**src/pkg/bdh_pkg.sv**
```systemverilog
// Constants and types for the backplane DMA / halt / power-fail control block.
// Assumes a single 50 MHz clock and a synchronous active-high reset.
// Contract
// RL1: DMA option holds bus request low until it receives the grant.
// RL2: Processor grants only when its bus cycle ended and sync not driven.
// RL3: Granted device drops request and asserts select-acknowledge as master.
// RL4: Grant withdrawn on acknowledge; processor waits for acknowledge release.
// RL5: Halt request valid after 25 us continuous assertion; then halt.
// RL6: While halted ignore interrupts, keep DMA arbitration, run debug microcode.
// RL7: Refresh line refreshes memories on each sync plus data-in transaction.
// RL8: Masters avoid long bursts; full refresh at least every 1.6 ms.
// RL9: Loss of AC power-good while running starts the power-fail trap.
// RL10: Extended lines carry address 21:18 in address phase, undefined in data.
`default_nettype none
package bdh_pkg;
    // ****************************************
    // Timing
    // ****************************************
    localparam int CLK_MHZ = 50;
    localparam int HALT_MIN_US = 25;
    localparam int HALT_CYCLES = HALT_MIN_US * CLK_MHZ; // Least time, exact
    localparam int HALT_CNT_W = 11;
    localparam int SYNC_STAGES = 3;
    localparam int EXT_ADDR_LO = 18;
    localparam int EXT_ADDR_W = 4;
    localparam logic [3:0] EXT_ADDR_RST = 4'h0;

    // ****************************************
    // Arbiter states
    // ****************************************
    typedef enum logic [3:0] {
        ARB_CPU = 4'b0001,  // Processor owns bus
        ARB_WAIT = 4'b0010, // Request seen, cycle draining
        ARB_GRANT = 4'b0100, // Grant driven
        ARB_DMA = 4'b1000   // DMA device is master
    } bdh_arb_t;
endpackage
`default_nettype wire

```
**src/pkg/bdh_sync_if.sv**
```systemverilog
// Carrier for the synchronised backplane inputs between sync stage and core.
// Assumes one clock domain on both sides.
`default_nettype none
interface bdh_sync_if;
    logic dma_req;
    logic sack;
    logic halt;
    logic pwr_ok;
    modport src (output dma_req, output sack, output halt, output pwr_ok);
    modport dst (input dma_req, input sack, input halt, input pwr_ok);
endinterface
`default_nettype wire

```
**src/rtl/bdh_in_sync.sv**
```systemverilog
// Three-stage synchroniser for the asynchronous backplane inputs.
// Assumes inputs are active-high here; a change is taken when stages two and three agree.
`default_nettype none
module bdh_in_sync (
    input wire logic i_clk,
    input wire logic i_rst,
    input wire logic i_ce,
    input wire logic [3:0] i_raw,
    bdh_sync_if.src o_sync
);
    logic [3:0] st1_ff;
    logic [3:0] st2_ff;
    logic [3:0] st3_ff;
    logic [3:0] val_ff;

    // ****************************************
    // Per-line chains
    // ****************************************
    genvar g;
    generate
        for (g = 0; g < 4; g++) begin : g_line
            // Agreement filter rejects a single metastable sample
            always_ff @(posedge i_clk) begin
                if (i_rst) begin
                    st1_ff[g] <= 1'b0;
                    st2_ff[g] <= 1'b0;
                    st3_ff[g] <= 1'b0;
                    val_ff[g] <= 1'b0;
                end else if (i_ce) begin
                    st1_ff[g] <= i_raw[g];
                    st2_ff[g] <= st1_ff[g];
                    st3_ff[g] <= st2_ff[g];
                    if (st2_ff[g] == st3_ff[g]) begin
                        val_ff[g] <= st3_ff[g];
                    end
                end
            end
        end
    endgenerate

    assign o_sync.dma_req = val_ff[0];
    assign o_sync.sack = val_ff[1];
    assign o_sync.halt = val_ff[2];
    assign o_sync.pwr_ok = val_ff[3];
endmodule // bdh_in_sync
`default_nettype wire

```
**src/rtl/bdh_ctrl.sv**
```systemverilog
// Processor-side backplane control: DMA arbitration, halt detect, power-fail, ext address.
// Assumes backplane pins are asynchronous; core signals are on i_clk.
`default_nettype none
module bdh_ctrl (
    input wire logic i_clk,
    input wire logic i_rst,
    input wire logic i_ce,
    input wire logic i_dma_bus_request_n,
    input wire logic i_select_acknowledge_n,
    input wire logic i_halt_request_n,
    input wire logic i_ac_power_good,
    input wire logic i_cpu_cycle_busy,
    input wire logic i_cpu_drives_sync,
    input wire logic i_addr_phase,
    input wire logic [21:0] i_cpu_addr,
    input wire logic i_ext_irq,
    output logic o_dma_grant_out_n,
    output logic o_cpu_may_master,
    output logic o_halted,
    output logic o_halt_irq,
    output logic o_debug_microcode,
    output logic o_irq_accept,
    output logic o_power_fail_trap,
    output logic [3:0] o_ext_addr_n,
    output logic o_ext_addr_oe
);
    bdh_sync_if sync_bus ();
    bdh_pkg::bdh_arb_t arb_ff;
    bdh_pkg::bdh_arb_t nxt_arb;
    logic [bdh_pkg::HALT_CNT_W-1:0] halt_cnt_ff;
    logic halted_ff;
    logic halt_irq_ff;
    logic grant_ff;
    logic may_ff;
    logic irq_ff;
    logic pf_ff;
    logic pok_prev_ff;
    logic [3:0] ext_ff;
    logic ext_oe_ff;

    // ****************************************
    // Input synchronisers
    // ****************************************
    // Lines inverted so the core sees active-high levels
    bdh_in_sync u_sync (
        .i_clk (i_clk),
        .i_rst (i_rst),
        .i_ce (i_ce),
        .i_raw ({i_ac_power_good, ~i_halt_request_n, ~i_select_acknowledge_n,
                 ~i_dma_bus_request_n}),
        .o_sync (sync_bus.src)
    );

    // ****************************************
    // Arbiter
    // ****************************************
    // Next-state logic; request honoured also while halted
    always_comb begin
        nxt_arb = arb_ff;
        unique case (arb_ff)
            bdh_pkg::ARB_CPU: begin
                if (sync_bus.dma_req) begin
                    nxt_arb = bdh_pkg::ARB_WAIT; // RL6
                end
            end
            bdh_pkg::ARB_WAIT: begin
                // Grant only after our cycle ends and sync is released
                if (!i_cpu_cycle_busy && !i_cpu_drives_sync) begin
                    nxt_arb = bdh_pkg::ARB_GRANT; // RL2
                end
            end
            bdh_pkg::ARB_GRANT: begin
                if (sync_bus.sack) begin
                    nxt_arb = bdh_pkg::ARB_DMA; // RL4
                end else if (!sync_bus.dma_req) begin
                    nxt_arb = bdh_pkg::ARB_CPU; // Request vanished, no taker
                end
            end
            bdh_pkg::ARB_DMA: begin
                if (!sync_bus.sack) begin
                    nxt_arb = bdh_pkg::ARB_CPU; // RL4
                end
            end
            default: nxt_arb = bdh_pkg::ARB_CPU;
        endcase
    end

    // State register
    always_ff @(posedge i_clk) begin
        if (i_rst) begin
            arb_ff <= bdh_pkg::ARB_CPU;
        end else if (i_ce) begin
            arb_ff <= nxt_arb;
        end
    end

    // Grant and mastership outputs registered from next state
    always_ff @(posedge i_clk) begin
        if (i_rst) begin
            grant_ff <= 1'b0;
            may_ff <= 1'b1;
        end else if (i_ce) begin
            grant_ff <= (nxt_arb == bdh_pkg::ARB_GRANT); // RL2 RL4
            // Processor stays off the bus until acknowledge released
            may_ff <= (nxt_arb == bdh_pkg::ARB_CPU) || (nxt_arb == bdh_pkg::ARB_WAIT); // RL4
        end
    end

    // ****************************************
    // Halt detect
    // ****************************************
    // Counter restarts on any gap, so only a continuous hold qualifies
    always_ff @(posedge i_clk) begin
        if (i_rst) begin
            halt_cnt_ff <= '0;
            halted_ff <= 1'b0;
            halt_irq_ff <= 1'b0;
        end else if (i_ce) begin
            halt_irq_ff <= 1'b0;
            if (!sync_bus.halt) begin
                halt_cnt_ff <= '0;
                halted_ff <= 1'b0;
            end else if (halt_cnt_ff != bdh_pkg::HALT_CNT_W'(bdh_pkg::HALT_CYCLES)) begin
                halt_cnt_ff <= halt_cnt_ff + 1'b1; // RL5
                if (halt_cnt_ff == bdh_pkg::HALT_CNT_W'(bdh_pkg::HALT_CYCLES - 1)) begin
                    halted_ff <= 1'b1; // RL5
                    halt_irq_ff <= 1'b1; // RL5
                end
            end
        end
    end

    // Interrupt gating and debug microcode select while halted
    always_ff @(posedge i_clk) begin
        if (i_rst) begin
            irq_ff <= 1'b0;
        end else if (i_ce) begin
            irq_ff <= i_ext_irq && !halted_ff; // RL6
        end
    end

    // ****************************************
    // Power fail
    // ****************************************
    // Trap pulse on falling AC good while running; halted CPU does not trap
    // Previous value resets low like the filter, so leaving reset makes no false edge
    always_ff @(posedge i_clk) begin
        if (i_rst) begin
            pok_prev_ff <= 1'b0;
            pf_ff <= 1'b0;
        end else if (i_ce) begin
            pok_prev_ff <= sync_bus.pwr_ok;
            pf_ff <= pok_prev_ff && !sync_bus.pwr_ok && !halted_ff; // RL9
        end
    end

    // ****************************************
    // Extended address lines
    // ****************************************
    // Driven only in our address phase; released otherwise
    always_ff @(posedge i_clk) begin
        if (i_rst) begin
            ext_ff <= bdh_pkg::EXT_ADDR_RST;
            ext_oe_ff <= 1'b0;
        end else if (i_ce) begin
            ext_oe_ff <= i_addr_phase && may_ff; // RL10
            ext_ff <= i_addr_phase ? ~i_cpu_addr[bdh_pkg::EXT_ADDR_LO +: bdh_pkg::EXT_ADDR_W]
                                   : bdh_pkg::EXT_ADDR_RST; // RL10
        end
    end

    assign o_dma_grant_out_n = ~grant_ff;
    assign o_cpu_may_master = may_ff;
    assign o_halted = halted_ff;
    assign o_debug_microcode = halted_ff; // RL6
    assign o_halt_irq = halt_irq_ff;
    assign o_irq_accept = irq_ff;
    assign o_power_fail_trap = pf_ff;
    assign o_ext_addr_n = ext_ff;
    assign o_ext_addr_oe = ext_oe_ff;
endmodule // bdh_ctrl
`default_nettype wire

```
**config.mk**
```make
export PLATFORM = sky130hd
export DESIGN_NAME = bdh_ctrl
export DESIGN_NICKNAME = d
export VERILOG_FILES = /design/src/pkg/bdh_pkg.sv /design/src/pkg/bdh_sync_if.sv /design/src/rtl/bdh_in_sync.sv /design/src/rtl/bdh_ctrl.sv
export SDC_FILE = /design/constraint.sdc
export NUM_CORES = 1
export LEC_CHECK = 0
export ABC_AREA = 0
export CELL_PAD_IN_SITES_DETAIL_PLACEMENT = 1
export CELL_PAD_IN_SITES_GLOBAL_PLACEMENT = 1
export CORE_ASPECT_RATIO = 0.8
export CORE_UTILIZATION = 45
export DETAILED_ROUTE_END_ITERATION = 12
export DONT_BUFFER_PORTS = 1
export PLACE_DENSITY = 0.87
export SKIP_CTS_REPAIR_TIMING = 1
export SLEW_MARGIN = 10
export SYNTH_ARGS = -nofsm -noshare
export SYNTH_HDL_FRONTEND = slang
export SYNTH_SLANG_ARGS = --single-unit
```
**constraint.sdc**
```tcl
create_clock -name i_clk -period 1.6 [get_ports i_clk]
set_input_delay 0.32 -clock i_clk [delete_from_list [all_inputs] [get_ports i_clk]]
set_output_delay 0.32 -clock i_clk [all_outputs]
set_load 0.02 [all_outputs]
```
==> results.json <==
{
  "antenna_found_initial": 0,
  "antenna_left": 0,
  "slew_violations": 0,
  "hpwl_microns": 2750,
  "start_util_pct": 47.8,
  "synth_edf_count": 0,
  "fin_area_sq_um": 2030,
  "maxCapViolations": 0,
  "fin_cells": 274,
  "synth_area_leaders": "dfxtp_1 (46%), nor2_1 (7.3%), a21oi_1 (4.9%), mux2i_1 (4.9%), nand2_1 (4.3%)",
  "synth_commonest_cells": "dfxtp_1 (43), nor2_1 (36), nand2_1 (21), a21oi_1 (18), o21ai_0 (11)",
  "p_leak_nw": 0.736,
  "cts_sinks": 43,
  "worst_pin_slew_ps": 535,
  "critPathMaxFanout": 2,
  "avgViaCountPerCell": 5.33,
  "drt_iter0_drc": 40,
  "layout-drive-gt1-share_pct": 10.5,
  "clock_skew_ps": 7.01,
  "dp_cells": 267,
  "area_delta_synth_final_pct": 9.51,
  "use_met2_pct": 29.1,
  "drcViolationCount": 0,
  "fin_crit_ps": 1520,
  "hold_violations": 0,
  "tns_ps": 0,
  "grt_usage_pct": 20.3,
  "cellPowerDensity_nw_per_um2": 906,
  "grt_overflow_total": 0,
  "design.die.area_sq_um": 4380,
  "cts_buffers": 5,
  "diodes": 0,
  "grtUsageMet3_pct": 7.14,
  "placed_area_sq_um": 1940,
  "synth-main-ff-cell": "dfxtp_1",
  "synthArstFlopShare_pct": 0,
  "clk_pin_slew_worst_paths_ps": 80,
  "synth_seq_cells": 43,
  "die_w_microns": 73.8,
  "post_drt_wl_per_cell_microns": 14.9,
  "num_rows": 20,
  "synth_top_area_cell": "dfxtp_1",
  "cts-root-buf": "clkbuf_8",
  "slew_headroom_pct": 64.3,
  "yosysSeqAreaShare_pct": 46.4,
  "cts_tree": "built",
  "insertion_delay_ps": 300,
  "min_period_over_period_pct": 95.3,
  "syn_nets": 252,
  "yosys_warnings": 0,
  "fill_cells": 468,
  "core-area_sq_um": 3880,
  "clk_path_buf_depth": 2,
  "grt_max_degree": 37,
  "ff_latch_area_sq_um": 861,
  "gr-usage-met1_pct": 28.0,
  "holdCritPathClass": "in -> reg",
  "first_pass_iters": 4,
  "ir_worst_vdd_mv": 0.566,
  "place_congestion": 0.772,
  "max_freq_mhz": 656,
  "ios": 45,
  "crit_type": "reg -> reg",
  "syn_inst": 216,
  "whs_ps": 92.2,
  "setup_viol": 0,
  "outcome": "completed",
  "via_count": 1460,
  "die_y_microns": 59.4,
  "multi_input_area_sq_um": 916,
  "nets": 255,
  "synth_top_area_share_pct": 46.4,
  "avgSynthCellArea_sq_um": 8.58,
  "grt_pass1_wl_microns": 6480,
  "crit_required_ps": 1830,
  "routed_wl_microns": 4090,
  "portBuffers": 0,
  "critPathCaptureType": "flip-flop",
  "yosysMostFrequentCell": "dfxtp_1",
  "top_usage_layer": "met2",
  "arrival_ps": 1760,
  "h-tree-depth": 2,
  "crit_path_start_kind": "flip-flop",
  "grt_pass1_vias": 1312,
  "synth_area_sq_um": 1850,
  "synthDistinctLibCells": 38
}
-- state kept, by name, summed over array words and instances, names as in the netlist, 4 cells and up --
name / flops
u_sync.st3_ff: 4
arb_ff: 4
halt_cnt_ff: 11
o_ext_addr_n: 4
u_sync.st1_ff: 4
u_sync.st2_ff: 4
-- area by class of cell --
type / count / share of cell area, %
well taps: 55 / 3.39
flip-flops and latches: 43 / 42.4
multi-input cells: 153 / 45.1
clock inverters: 2 / 0.678
repair buffers: 8 / 3.57
clock buffers: 5 / 3.39
inverters: 8 / 1.48
-- stage by stage --
stage                     util [%]  setup slack (ps)  total power, mW
final                         52.4              75.9             1.84
after global routing          52.4             -4.32             1.92
after CTS                     52.2              79.7             1.87
after detailed placement      50.1               101             1.20
after global placement        50.1               119             1.20
after floorplan                  -               152             1.21
-- layout by cell type, fill, tap and decap left out, drive strengths merged, types with 2 or more instances in the layout --
master,instances
nor4,5
nand2b,2
a211oi,3
nand3b,4
nor2,37
nor2b,2
nand2,21
clkinv,2
nor3,5
mux2i,9
inv,8
nand3,4
ha,3
dfxtp,43
xnor2,7
o21ai,11
clkbuf,5
a22oi,3
a21o,5
a21oi,18
buf,8
xor2,2
-- kinds of logic (layout without fill, tap and decap cells) --
kind of cell / after synthesis / in the layout / share of synthesized area (%)
AOI/OAI and AO/OA: 42 / 42 / 13.6
buffers and inverters: 20 / 23 / 4.52
xor gates and xnor gates: 9 / 9 / 4.25
DFF: 43 / 43 / 46.4
muxes: 10 / 10 / 5.47
and+or+nand+nor: 89 / 89 / 23.8
adders and majority gates: 3 / 3 / 2.02
-- per-layer routing --
layer / up-vias / share of wire, %
li1: 745 / -
met1: 694 / 51
met3: 2 / 3.5
met4: 0 / 0.66
met5: - / 0
met2: 19 / 45
-- worst max-delay path, stage by stage (launching register included) --
cell	delay, ps
dfxtp_1	320
or4_4	560
nor4_2	350
nor2_1	90
nor2_1	130
-- where the power goes --
group	switching (mW)	total, mW	internal (mW)
combinational	0.0299	0.0600	0.0301
sequential	0.0232	1.11	1.09
clock	0.368	0.667	0.298
-- worst paths after layout --
check                              start                              to  slack, ps  cells after the start
min reg2reg        grant_ff$_SDFFE_PP0P_           grant_ff$_SDFFE_PP0P_        460                      2
min                                i_rst          arb_ff[1]$_SDFFE_PP0P_         90                      1
max          halt_cnt_ff[2]$_SDFFE_PP0P_  o_debug_microcode$_SDFFE_PP0P_         80                      4
max reg2reg  halt_cnt_ff[2]$_SDFFE_PP0P_  o_debug_microcode$_SDFFE_PP0P_         80                      4
Power figures use the tool's default switching activity.
